### src/pkg/gpio_pkg.sv
// constants for the serializer pin control block
// assumes byte-wide registers reached by address from a local and a remote port
package gpio_pkg;
  // ----------------------------------------------------------------
  // register offsets
  // ----------------------------------------------------------------
  localparam logic [7:0] ADDR_LINK_PIN0_CFG = 8'h0d;
  localparam logic [7:0] ADDR_LINK_PIN1_2_CFG = 8'h0e;
  localparam logic [7:0] ADDR_LINK_PIN3_CFG = 8'h0f;
  localparam logic [7:0] ADDR_LOCAL_PIN5_6_CFG = 8'h10;
  localparam logic [7:0] ADDR_LOCAL_PIN7_8_CFG = 8'h11;
  localparam logic [7:0] ADDR_PIN_INPUT_LEVELS = 8'h1c;
  localparam logic [7:0] ADDR_PIN8_INPUT_LEVEL = 8'h1d;
  localparam logic [7:0] CFG_RESET = 8'h00;
  // ----------------------------------------------------------------
  // field positions
  // ----------------------------------------------------------------
  localparam int LO_FIELD_LSB = 0;
  localparam int HI_FIELD_LSB = 4;
  localparam int LINK_LVL_LSB = 0;
  localparam int LOCAL_LVL_LSB = 5;
  localparam int PIN8_LVL_BIT = 0;
  // ----------------------------------------------------------------
  // pin field codes
  // ----------------------------------------------------------------
  localparam logic [3:0] CODE_OUT_LOW = 4'h1;
  localparam logic [3:0] CODE_OUT_HIGH = 4'h9;
  localparam logic [3:0] CODE_INPUT = 4'h3;
  localparam logic [3:0] CODE_FWD = 4'h3;
  localparam logic [3:0] CODE_BACK = 4'h5;
  localparam logic [3:0] CODE_NONE = 4'h0;
  // ----------------------------------------------------------------
  // back channel modes and budget
  // ----------------------------------------------------------------
  localparam logic [2:0] CCM_NORMAL = 3'h0;
  localparam logic [2:0] CCM_FAST4 = 3'h3;
  localparam logic [2:0] CCM_FAST2 = 3'h2;
  localparam logic [2:0] CCM_FAST1 = 3'h1;
  localparam logic [3:0] SAMPLES_NORMAL = 4'h1;
  localparam logic [3:0] SAMPLES_FAST4 = 4'h6;
  localparam logic [3:0] SAMPLES_FAST2 = 4'ha;
  localparam logic [3:0] SAMPLES_FAST1 = 4'hf;
  localparam int BC_RATE_LOW_KBPS = 5000;
  localparam int BC_RATE_MID_KBPS = 10000;
  localparam int BC_RATE_HIGH_KBPS = 20000;
  localparam int BC_SLOW_PCT = 20;
  localparam int BC_OVERSAMPLE = 4;
  localparam int BC_FRAME_BITS = 30;
endpackage

### src/pkg/pin_cfg_if.sv
// decoded behaviour of one pin field
// assumes the decoder drives it and the pin logic reads it
`timescale 1ns/1ps
`default_nettype none
interface pin_cfg_if;
  logic drive_en;
  logic drive_high;
  logic from_back;
  logic forward;
  logic reg_mode;
  modport decoder (output drive_en, drive_high, from_back, forward, reg_mode);
  modport user (input drive_en, drive_high, from_back, forward, reg_mode);
endinterface
`default_nettype wire

### src/design/serializer_gpio_pin_control.sv
// pin control of a link serializer: four link pins, four register pins
// assumes pins arrive unsynchronised; link frame signals are on core_clk
`timescale 1ns/1ps
`default_nettype none
module serializer_gpio_pin_control #(
  parameter bit PIN3_SWAPPED = 1'b1
) (
  input wire logic core_clk,
  input wire logic rst_n,
  input wire logic loc_wr_en,
  input wire logic loc_rd_en,
  input wire logic [7:0] loc_addr,
  input wire logic [7:0] loc_wdata,
  output logic [7:0] loc_rdata,
  output logic loc_rvalid,
  input wire logic rem_wr_en,
  input wire logic rem_rd_en,
  input wire logic [7:0] rem_addr,
  input wire logic [7:0] rem_wdata,
  output logic [7:0] rem_rdata,
  output logic rem_rvalid,
  input wire logic [3:0] link_pin_i,
  output logic [3:0] link_pin_o,
  output logic [3:0] link_pin_oe,
  input wire logic [3:0] reg_pin_i,
  output logic [3:0] reg_pin_o,
  output logic [3:0] reg_pin_oe,
  output logic [3:0] i2s_audio_in,
  output logic [3:0] i2s_pin_taken,
  output logic [3:0] fwd_gpio,
  output logic [3:0] fwd_gpio_valid,
  input wire logic bc_frame_start,
  input wire logic bc_sample_valid,
  input wire logic [3:0] bc_sample,
  input wire logic [2:0] control_channel_mode_select,
  input wire logic back_channel_rate_select,
  input wire logic back_channel_high_speed_ctl,
  output logic [11:0] bc_toggle_budget_khz
);
  import gpio_pkg::*;

  localparam logic [3:0] PIN3_FWD = PIN3_SWAPPED ? CODE_BACK : CODE_FWD;
  localparam logic [3:0] PIN3_BACK = PIN3_SWAPPED ? CODE_FWD : CODE_BACK;

  // ----------------------------------------------------------------
  // reset release and pin synchronisers
  // ----------------------------------------------------------------
  logic [1:0] rst_sync_q;
  logic rst_ok_n;
  logic [7:0] pin_meta_q;
  logic [7:0] pin_sync_q;

  always_ff @(posedge core_clk or negedge rst_n) begin
    if (!rst_n) begin
      rst_sync_q <= 2'h0;
    end else begin
      rst_sync_q <= {rst_sync_q[0], 1'b1};
    end
  end
  assign rst_ok_n = rst_sync_q[1];

  always_ff @(posedge core_clk or negedge rst_ok_n) begin
    if (!rst_ok_n) begin
      pin_meta_q <= 8'h00;
      pin_sync_q <= 8'h00;
    end else begin
      pin_meta_q <= {reg_pin_i, link_pin_i};
      pin_sync_q <= pin_meta_q;
    end
  end

  // ----------------------------------------------------------------
  // configuration registers
  // ----------------------------------------------------------------
  logic [7:0] cfg_q [0:4];
  logic [7:0] cfg_d [0:4];
  logic [7:0] cfg_addr [0:4];

  assign cfg_addr[0] = ADDR_LINK_PIN0_CFG;
  assign cfg_addr[1] = ADDR_LINK_PIN1_2_CFG;
  assign cfg_addr[2] = ADDR_LINK_PIN3_CFG;
  assign cfg_addr[3] = ADDR_LOCAL_PIN5_6_CFG;
  assign cfg_addr[4] = ADDR_LOCAL_PIN7_8_CFG;

  always_comb begin
    for (int i = 0; i < 5; i++) begin
      cfg_d[i] = cfg_q[i];
      if (loc_wr_en && loc_addr == cfg_addr[i]) begin
        cfg_d[i] = loc_wdata;
      end else if (rem_wr_en && rem_addr == cfg_addr[i]) begin
        cfg_d[i] = rem_wdata;
      end
    end
  end

  always_ff @(posedge core_clk or negedge rst_ok_n) begin
    if (!rst_ok_n) begin
      for (int i = 0; i < 5; i++) begin
        cfg_q[i] <= CFG_RESET;
      end
    end else begin
      for (int i = 0; i < 5; i++) begin
        cfg_q[i] <= cfg_d[i];
      end
    end
  end

  // ----------------------------------------------------------------
  // field decoders
  // ----------------------------------------------------------------
  logic [3:0] field [0:7];
  pin_cfg_if pin_cfg [0:7] ();

  assign field[0] = cfg_q[0][LO_FIELD_LSB +: 4];
  assign field[1] = cfg_q[1][LO_FIELD_LSB +: 4];
  assign field[2] = cfg_q[1][HI_FIELD_LSB +: 4];
  assign field[3] = cfg_q[2][LO_FIELD_LSB +: 4];
  assign field[4] = cfg_q[3][LO_FIELD_LSB +: 4];
  assign field[5] = cfg_q[3][HI_FIELD_LSB +: 4];
  assign field[6] = cfg_q[4][LO_FIELD_LSB +: 4];
  assign field[7] = cfg_q[4][HI_FIELD_LSB +: 4];

  generate
    for (genvar p = 0; p < 3; p++) begin : g_link
      pin_field_decode #(.FWD_CODE(CODE_FWD), .BACK_CODE(CODE_BACK)) u_dec (
        .code(field[p]),
        .cfg(pin_cfg[p])
      );
    end
    for (genvar p = 4; p < 8; p++) begin : g_local
      pin_field_decode #(.FWD_CODE(CODE_NONE), .BACK_CODE(CODE_NONE)) u_dec (
        .code(field[p]),
        .cfg(pin_cfg[p])
      );
    end
  endgenerate

  pin_field_decode #(.FWD_CODE(PIN3_FWD), .BACK_CODE(PIN3_BACK)) u_dec3 (
    .code(field[3]),
    .cfg(pin_cfg[3])
  );

  logic [7:0] drive_en;
  logic [7:0] drive_high;
  logic [7:0] from_back;
  logic [7:0] forward;
  logic [7:0] reg_mode;

  generate
    for (genvar p = 0; p < 8; p++) begin : g_flat
      assign drive_en[p] = pin_cfg[p].drive_en;
      assign drive_high[p] = pin_cfg[p].drive_high;
      assign from_back[p] = pin_cfg[p].from_back;
      assign forward[p] = pin_cfg[p].forward;
      assign reg_mode[p] = pin_cfg[p].reg_mode;
    end
  endgenerate

  // ----------------------------------------------------------------
  // back channel samples
  // ----------------------------------------------------------------
  logic [3:0] bc_count_q;
  logic [3:0] bc_count_d;
  logic [3:0] bc_val_q;
  logic [3:0] bc_val_d;
  logic [3:0] bc_limit;
  logic [3:0] bc_mask;
  logic [3:0] bc_count_now;

  always_comb begin
    bc_limit = 4'h0;
    bc_mask = 4'h0;
    case (control_channel_mode_select)
      CCM_NORMAL: begin
        bc_limit = SAMPLES_NORMAL;
        bc_mask = 4'hf;
      end
      CCM_FAST4: begin
        bc_limit = SAMPLES_FAST4;
        bc_mask = 4'hf;
      end
      CCM_FAST2: begin
        bc_limit = SAMPLES_FAST2;
        bc_mask = 4'h3;
      end
      CCM_FAST1: begin
        bc_limit = SAMPLES_FAST1;
        bc_mask = 4'h1;
      end
      default: begin
        bc_limit = 4'h0;
        bc_mask = 4'h0;
      end
    endcase
  end

  always_comb begin
    bc_count_now = bc_frame_start ? 4'h0 : bc_count_q;
    bc_count_d = bc_count_now;
    bc_val_d = bc_val_q;
    // frames also hold control traffic and CRC, handled upstream
    if (bc_sample_valid && bc_count_now < bc_limit) begin
      bc_count_d = bc_count_now + 4'h1;
      bc_val_d = (bc_val_q & ~bc_mask) | (bc_sample & bc_mask);
    end
  end

  always_ff @(posedge core_clk or negedge rst_ok_n) begin
    if (!rst_ok_n) begin
      bc_count_q <= 4'h0;
      bc_val_q <= 4'h0;
    end else begin
      bc_count_q <= bc_count_d;
      bc_val_q <= bc_val_d;
    end
  end

  // ----------------------------------------------------------------
  // pin drivers, forward samples, audio override, budget
  // ----------------------------------------------------------------
  logic [3:0] link_o_d;
  logic [3:0] reg_o_d;
  logic [3:0] fwd_d;
  logic [3:0] audio_d;
  logic [31:0] kbps;
  logic [31:0] budget;

  always_comb begin
    for (int p = 0; p < 4; p++) begin
      link_o_d[p] = from_back[p] ? bc_val_q[p] : drive_high[p];
      fwd_d[p] = forward[p] & pin_sync_q[p];
      reg_o_d[p] = drive_high[p + 4];
      audio_d[p] = reg_mode[p + 4] ? 1'b0 : pin_sync_q[p + 4];
    end
  end

  always_comb begin
    if (back_channel_high_speed_ctl) begin
      kbps = 32'(BC_RATE_HIGH_KBPS);
    end else if (back_channel_rate_select) begin
      kbps = 32'(BC_RATE_MID_KBPS);
    end else begin
      kbps = 32'(BC_RATE_LOW_KBPS);
    end
    budget = kbps * 32'(100 - BC_SLOW_PCT) * 32'(bc_limit)
      / 32'(100 * BC_FRAME_BITS * BC_OVERSAMPLE);
  end

  always_ff @(posedge core_clk or negedge rst_ok_n) begin
    if (!rst_ok_n) begin
      link_pin_o <= 4'h0;
      link_pin_oe <= 4'h0;
      reg_pin_o <= 4'h0;
      reg_pin_oe <= 4'h0;
      fwd_gpio <= 4'h0;
      fwd_gpio_valid <= 4'h0;
      i2s_audio_in <= 4'h0;
      i2s_pin_taken <= 4'h0;
      bc_toggle_budget_khz <= 12'h000;
    end else begin
      link_pin_o <= link_o_d;
      link_pin_oe <= drive_en[3:0];
      reg_pin_o <= reg_o_d;
      reg_pin_oe <= drive_en[7:4];
      fwd_gpio <= fwd_d;
      fwd_gpio_valid <= forward[3:0];
      i2s_audio_in <= audio_d;
      i2s_pin_taken <= reg_mode[7:4];
      bc_toggle_budget_khz <= budget[11:0];
    end
  end

  // ----------------------------------------------------------------
  // register reads, one port each
  // ----------------------------------------------------------------
  logic [7:0] loc_rdata_d;
  logic [7:0] rem_rdata_d;

  function automatic logic [7:0] read_reg(input logic [7:0] a);
    logic [7:0] r;
    r = 8'h00;
    for (int i = 0; i < 5; i++) begin
      if (a == cfg_addr[i]) begin
        r = cfg_q[i];
      end
    end
    if (a == ADDR_PIN_INPUT_LEVELS) begin
      r[LINK_LVL_LSB +: 4] = pin_sync_q[3:0];
      r[LOCAL_LVL_LSB +: 3] = pin_sync_q[6:4];
    end else if (a == ADDR_PIN8_INPUT_LEVEL) begin
      r[PIN8_LVL_BIT] = pin_sync_q[7];
    end
    return r;
  endfunction

  always_comb begin
    loc_rdata_d = loc_rd_en ? read_reg(loc_addr) : loc_rdata;
    rem_rdata_d = rem_rd_en ? read_reg(rem_addr) : rem_rdata;
  end

  always_ff @(posedge core_clk or negedge rst_ok_n) begin
    if (!rst_ok_n) begin
      loc_rdata <= 8'h00;
      rem_rdata <= 8'h00;
      loc_rvalid <= 1'b0;
      rem_rvalid <= 1'b0;
    end else begin
      loc_rdata <= loc_rdata_d;
      rem_rdata <= rem_rdata_d;
      loc_rvalid <= loc_rd_en;
      rem_rvalid <= rem_rd_en;
    end
  end
endmodule // serializer_gpio_pin_control
`default_nettype wire

### src/design/pin_field_decode.sv
// decoder of one four-bit pin field
// assumes link pins pass their forward and back codes, local pins CODE_NONE
`timescale 1ns/1ps
`default_nettype none
module pin_field_decode #(
  parameter logic [3:0] FWD_CODE = gpio_pkg::CODE_FWD,
  parameter logic [3:0] BACK_CODE = gpio_pkg::CODE_BACK
) (
  input wire logic [3:0] code,
  pin_cfg_if.decoder cfg
);
  import gpio_pkg::*;

  always_comb begin
    cfg.drive_en = 1'b0;
    cfg.drive_high = 1'b0;
    cfg.from_back = 1'b0;
    cfg.forward = 1'b0;
    cfg.reg_mode = 1'b0;
    if (code == CODE_OUT_LOW) begin
      cfg.drive_en = 1'b1;
      cfg.reg_mode = 1'b1;
    end else if (code == CODE_OUT_HIGH) begin
      cfg.drive_en = 1'b1;
      cfg.drive_high = 1'b1;
      cfg.reg_mode = 1'b1;
    end else if (BACK_CODE != CODE_NONE && code == BACK_CODE) begin
      cfg.drive_en = 1'b1;
      cfg.from_back = 1'b1;
    end else if (FWD_CODE != CODE_NONE && code == FWD_CODE) begin
      cfg.forward = 1'b1;
    end else if (code == CODE_INPUT) begin
      cfg.reg_mode = 1'b1;
    end
    // any other code leaves the pin undriven and off the link
  end
endmodule // pin_field_decode
`default_nettype wire

### config.mk
export PLATFORM = sky130hd
export DESIGN_NAME = serializer_gpio_pin_control
export DESIGN_NICKNAME = d
export VERILOG_FILES = /design/src/pkg/gpio_pkg.sv /design/src/pkg/pin_cfg_if.sv /design/src/design/serializer_gpio_pin_control.sv /design/src/design/pin_field_decode.sv
export SDC_FILE = /design/constraint.sdc
export NUM_CORES = 1
export LEC_CHECK = 0
export ABC_AREA = 1
export BUFFER_PORTS_ARGS = -buffer_cell sky130_fd_sc_hd__buf_2
export CAP_MARGIN = 20
export CORE_MARGIN = 2
export CORE_UTILIZATION = 55
export DETAILED_ROUTE_END_ITERATION = 6
export GPL_TIMING_DRIVEN = 1
export MAX_ROUTING_LAYER = met4
export PLACE_DENSITY = 0.74
export SKIP_CTS_REPAIR_TIMING = 1
export SYNTH_ARGS = -nofsm -noshare
export SYNTH_HDL_FRONTEND = slang
export SYNTH_SLANG_ARGS = --single-unit
### constraint.sdc
create_clock -name core_clk -period 9.17 [get_ports core_clk]
set_clock_uncertainty 0.15 [all_clocks]
set_input_delay 1.834 -clock core_clk [delete_from_list [all_inputs] [get_ports core_clk]]
set_output_delay 1.834 -clock core_clk [all_outputs]
set_load 0.01 [all_outputs]
-- Word level (Yosys, flattened, before mapping)
Cells that the tools add are included.
- register bits after elaboration: 128
- input bits: 57
- word-level logic and storage cells: 209
- add/subtract/negate cells: 1
- $mul: 2
- div/mod/pow operators: 1
- $lt $le $gt $ge: 1
- eq/ne operators: 45
- multiplexer cells: 110
- bitwise logic cells: 8
- reduce and logical (&&, ||, !) cells: 18
- operator list (cell ; count):
    8-bit two-way mux ; 20
    1-bit two-way mux ; 80
    8-bit by 5-bit equality test with 1-bit output, second input constant ; 8
    8-bit by 4-bit equality test with 1-bit output, second input constant ; 6
    32-bit by 14-bit divider with 32-bit output, second input constant ; 1
    4-bit by 1-bit equality test with 1-bit output, second input constant ; 8
    4-bit by 2-bit equality test with 1-bit output, second input constant ; 8
    4-bit equality test, second input constant ; 8
    32-bit by 3-bit multiplier with 28-bit output, second input constant ; 1
    32-bit two-way mux ; 1
    28-bit by 4-bit multiplier with 28-bit output ; 1
    4-bit by 3-bit equality test with 1-bit output, second input constant ; 4
    4-bit case mux with 4 select lines ; 1
    14-bit two-way mux ; 1
    3-bit two-way mux ; 4
    4-bit case mux with 3 select lines ; 1
    1-bit logical AND ; 11
    2-bit nonzero test ; 5
    4-bit bitwise AND ; 2
    4-bit two-way mux ; 2
    3-bit by 2-bit equality test with 1-bit output, second input constant ; 2
    4-bit by 1-bit adder with 4-bit output, second input constant ; 1
    1-bit bitwise AND ; 4
    4-bit less-than comparator ; 1
    other kinds (5) ; 5

-- Longest topological paths before layout
- word-level depth: 8
- mapped depth: 113
- depth with buffers taken out: 108

-- Modules after synthesis
Synthesis repeated with hierarchy kept, for this count alone.
- cells, all modules: 1810
- area, all modules: 12134.1 sq um
- by module, submodules not included (module ; instances ; cells each ; area each (sq um) ; seq. area each (sq um)):
    serializer_gpio_pin_control ; 1 ; 1712 ; 11695.0 ; 3203.1
    pin_field_decode (g_local[4].u_dec ...) ; 4 ; 13 ; 61.3 ; 0.0
    pin_field_decode (g_link[0].u_dec ...) ; 3 ; 11 ; 45.0 ; 0.0
    pin_field_decode (u_dec3) ; 1 ; 13 ; 58.8 ; 0.0

-- Least setup slack after synthesis
Ideal clock, no wire load.
- path kind: input port to flip-flop
- from: input port control_channel_mode_select[0]
- to: register bc_toggle_budget_khz[0]
- arrival: 12.647 ns
- path slack: -3.755 ns
- stages on the path: 94
- path buffers: 6
- cells stage by stage: inv_1 or2_2 a21oi_1 clkinv_1 nor2_1 inv_1 fa_1 fa_1 inv_1 ha_1 nand2_1 clkinv_1 nand3_1 nand2_1 nand2_1 nand2_2 xnor2_1 inv_1 (+58 left out) nand2_1 nand3_2 a21oi_4 nand2_2 nand2_4 buf_8 nand2_2 o21ai_2 inv_2 ha_1 nand3_1 nor2_1 nand2_1 inv_1 nand2_2 nand2_1 a21oi_1 nand3_1
- cells in the longest elaborated chain, start to end: 4
- ends and longest elaborated chain (what ; line ; source):
    from (decl) ; serializer_gpio_pin_control.sv:35 ; input wire logic [2:0] control_channel_mode_select,
    3-bit by 1-bit equality test with 1-bit output, or another cell as far along ; serializer_gpio_pin_control.sv:173 ; case (control_channel_mode_select)
    4-bit case mux with 4 select lines * ; serializer_gpio_pin_control.sv:173 ;
    28-bit by 4-bit multiplier with 28-bit output * ; serializer_gpio_pin_control.sv:245 ; budget = kbps * 32'(100 - BC_SLOW_PCT) * 32'(bc_limit)
    32-bit by 14-bit divider with 32-bit output * ; serializer_gpio_pin_control.sv:246 ; / 32'(100 * BC_FRAME_BITS * BC_OVERSAMPLE);
    named net budget[0] ; serializer_gpio_pin_control.sv:226 ; logic [31:0] budget;
    to (signal assigned) ; serializer_gpio_pin_control.sv:269 ; bc_toggle_budget_khz <= budget[11:0];
    to (decl) ; serializer_gpio_pin_control.sv:38 ; output logic [11:0] bc_toggle_budget_khz
The timed path passes the listed nets; every way through them passes the cells marked *.
A chain may end at the register's enable or synchronous reset.

-- Worst setup path after layout
- from: input port back_channel_high_speed_ctl
- to: register bc_toggle_budget_khz[0]
- cells in the longest elaborated chain, start to end: 4
- ends and longest elaborated chain (what ; line ; source):
    from (decl) ; serializer_gpio_pin_control.sv:37 ; input wire logic back_channel_high_speed_ctl,
    32-bit two-way mux ; serializer_gpio_pin_control.sv:238 ; if (back_channel_high_speed_ctl) begin
    32-bit by 3-bit multiplier with 28-bit output ; serializer_gpio_pin_control.sv:245 ;
    28-bit by 4-bit multiplier with 28-bit output ; serializer_gpio_pin_control.sv:245 ;
    32-bit by 14-bit divider with 32-bit output ; serializer_gpio_pin_control.sv:246 ;
    named net budget[0] ; serializer_gpio_pin_control.sv:226 ;
The timed path passes the listed nets, and every way through them passes these cells.

==> metrics.txt <==
status finished, violations left; violated checks design-rule violations, negative setup slack; first-pass GRT wire length 58500 um; drt wl/cell 17.0 um; initial antenna violation count 1; largest net degree at the start of global routing 69; total track usage 33.1%; setup slack, reg-to-reg 6800 ps; post-layout minimum cycle time 13060 ps; Hold Slack 196 ps; initial core utilization 56.3%; dpl cells 2389; slowest cell delay on critical path 540 ps; worst skew pair latency 440 ps; Mapped Avg Cell Area 6.95 sq um; Max Cap Viol 0; Post-synth EDFFs 0; CTS tree yes; core footprint 21100 sq um; Mapped Cells 1708; vias per cell 5.57; clock sinks 128; Reg area 3210 sq um; #FFs+latches synth 128; clk slew on worst S/H paths 60 ps; Layout Area Growth over Synthesis 48.7%; CP max FO 8; H-Tree Depth 4; footprint of the multi-input gates 8940 sq um; Final Hold Violating Endpoints 0; slew margin rel. 32.3%; pre-CTS WS -4130 ps; Min-Delay Path Class reg2reg; DP Wirelength 29000 um; 1st-iter DRT viols 859; critical path class in2reg; DR vias 13900; Post-Syn Area 11900 sq um; nets@finish 2313; # port buffers 118; Synth cell types 60; filler cell count 1284; RSZ-0062 raised after global routing yes; fraction of layout cells with a size suffix above 1 44.0%; vias in the first global route 12400; required time worst endpoint 9380 ps; synth warn 0; synth top area cells dfrtp_1, nand2_1, inv_1, nand3_1, nor2_1; CTS buffer count 17; post-route clock period utilization 142%; std cell rows 53; most frequent CP cell nand2_4; Final Max Slew Viols 0; Die Width 151 um; TritonRoute pass-1 iters 7; setup ws final -3890 ps; Slew @ Worst Pin 1010 ps; maximum buffer depth of the clock tree 2; Die Span Y 151 um; grt ovf 0; Die ar. 22800 sq um; Ports 119; Synth area leader dfrtp_1; Non-Filler Instances 2486; f_max 0.0766 GHz; DRC 2; Yosys top cell area share 27.0%; crit end category register; CP max-delay cell fa_1; critical path launch point type input port; Critical Path AT 13270 ps; Seq/Total Area, Yosys 27.0%; Post-Route WL 42200 um; ys async rst share 100%; gp weighted congestion 0.976; Clock Tree Root clkbuf_16; Antenna Nets Post-Route 0; Top FF cell, synth dfrtp_1; endpoints failing setup 7
synth_stat cells, types with 8 or more instances:
library cell and count:
clkbuf_1 8, nand2_1 438, fa_1 26, o221ai_1 9
nand3_2 19, mux2_2 12, nor2_2 13, nand3_1 127
ha_1 32, nand2_2 79, nand2_4 32, o22ai_1 22
o21ai_0 86, o21ai_1 9, nor3_1 23, nor2_4 11
inv_1 266, dfrtp_1 128, nor2_1 139, nand4_1 20
inv_2 25, a221oi_1 14, xor2_1 24, a21oi_1 36
path summary, 6_finish.rpt:
| path | endpoint | from | depth (start not counted) |
|---|---|---|---|
| max | bc_toggle_budget_khz[0] | back_channel_high_speed_ctl | 90 |
| min | pin_sync_q[2] | pin_meta_q[2] | 0 |
| max reg2reg | register | bc_count_q[1] | 9 |
| min reg2reg | pin_sync_q[2] | pin_meta_q[2] | 0 |
| max in group asynchronous | cfg_q[5] | rst_sync_q[1] | 1 |
| min in group asynchronous | bc_toggle_budget_khz[9] | rst_sync_q[1] | 0 |
per-stage QoR:
step           utilization [%]  cell area, sq um  TNS (ps)
3_3_place_gp              73.3             15500    -16420
5_1_grt                   83.7             17700    -19810
3_5_place_dp              73.3             15500    -17740
4_1_cts                   76.0             16000    -14960
2_1_floorplan                -             12400    -11760
6_report                  83.7             17700    -15530
placed cells by master (no fill, tap or decap), types with 8 or more instances in the layout:
cell type | Yosys | routed
a21oi_1 | 36 | 26
a21oi_2 | 3 | 9
a221oi_1 | 14 | 14
buf_2 | 0 | 116
buf_4 | 0 | 323
buf_6 | 2 | 25
clkbuf_16 | 0 | 17
conb_1 | 2 | 9
dfrtp_1 | 128 | 127
fa_1 | 26 | 25
ha_1 | 32 | 16
ha_4 | 0 | 16
inv_1 | 266 | 235
inv_2 | 25 | 46
inv_4 | 2 | 8
mux2_2 | 12 | 12
nand2_1 | 438 | 351
nand2_2 | 79 | 132
nand2_4 | 32 | 64
nand2_8 | 0 | 8
nand3_1 | 127 | 93
nand3_2 | 19 | 38
nand3_4 | 5 | 20
nand4_1 | 20 | 20
nor2_1 | 139 | 103
nor2_2 | 13 | 28
nor2_4 | 11 | 33
nor3_1 | 23 | 22
o21ai_0 | 86 | 79
o21ai_1 | 9 | 9
o21ai_2 | 7 | 8
o21ai_4 | 2 | 8
o221ai_1 | 9 | 9
o22ai_1 | 22 | 22
xor2_1 | 24 | 17
area by class of cell:
cell class / instances / area share, %
well taps: 275 / 1.95
clock buffers: 17 / 2.41
multi-input cells: 1278 / 50.6
diodes: 1 / 0.0142
repair buffers: 471 / 19.2
clock inverters: 14 / 0.822
flip-flops and latches: 128 / 18.2
inverters: 302 / 6.77
state kept, by name, indices dropped and copies added, names as in the netlist, 4 cells and up, named ones only:
signal and flops:
bc_count_q 4, bc_toggle_budget_khz 12, cfg_q 40, fwd_gpio 4
fwd_gpio_valid 4, i2s_audio_in 4, i2s_pin_taken 4, link_pin_o 4
link_pin_oe 4, loc_rdata 8, pin_meta_q 8, pin_sync_q 8
reg_pin_o 4, reg_pin_oe 4, rem_rdata 8
kinds of logic (layout without fill, tap and decap cells):
| family | Yosys count | in the layout | share of synthesized area (%) |
|---|---|---|---|
| other | 2 | 10 | 0.0633 |
| adder cells (fa/ha/maj) | 58 | 58 | 7.76 |
| XOR/XNOR | 30 | 30 | 2.21 |
| AND/OR/NAND/NOR | 935 | 942 | 38.8 |
| flip-flops | 128 | 128 | 27.0 |
| buffers and inverters | 316 | 804 | 10.6 |
| AO/OA/AOI/OAI | 227 | 227 | 12.5 |
| multiplexers | 12 | 12 | 1.14 |
worst max-delay path, delay by kind of cell:
family,cells,cell delay [ps]
AND/OR/NAND/NOR,53,5670
XOR/XNOR,2,370
AO/OA/AOI/OAI,10,1440
buffers and inverters,20,2080
adder cells (fa/ha/maj),5,1830
metal layers:
layer	GRT usage [%]	part of all wire [%]	routed length, um
met5	-	0	0
met4	12.0	4.5	1890
met3	4.10	5.7	2390
met2	56.9	50	21300
met1	40.1	40	16700
Power is left out: the tool's default activity adds up to more than one toggle a clock period on the data nets, which glitch-free logic cannot reach.
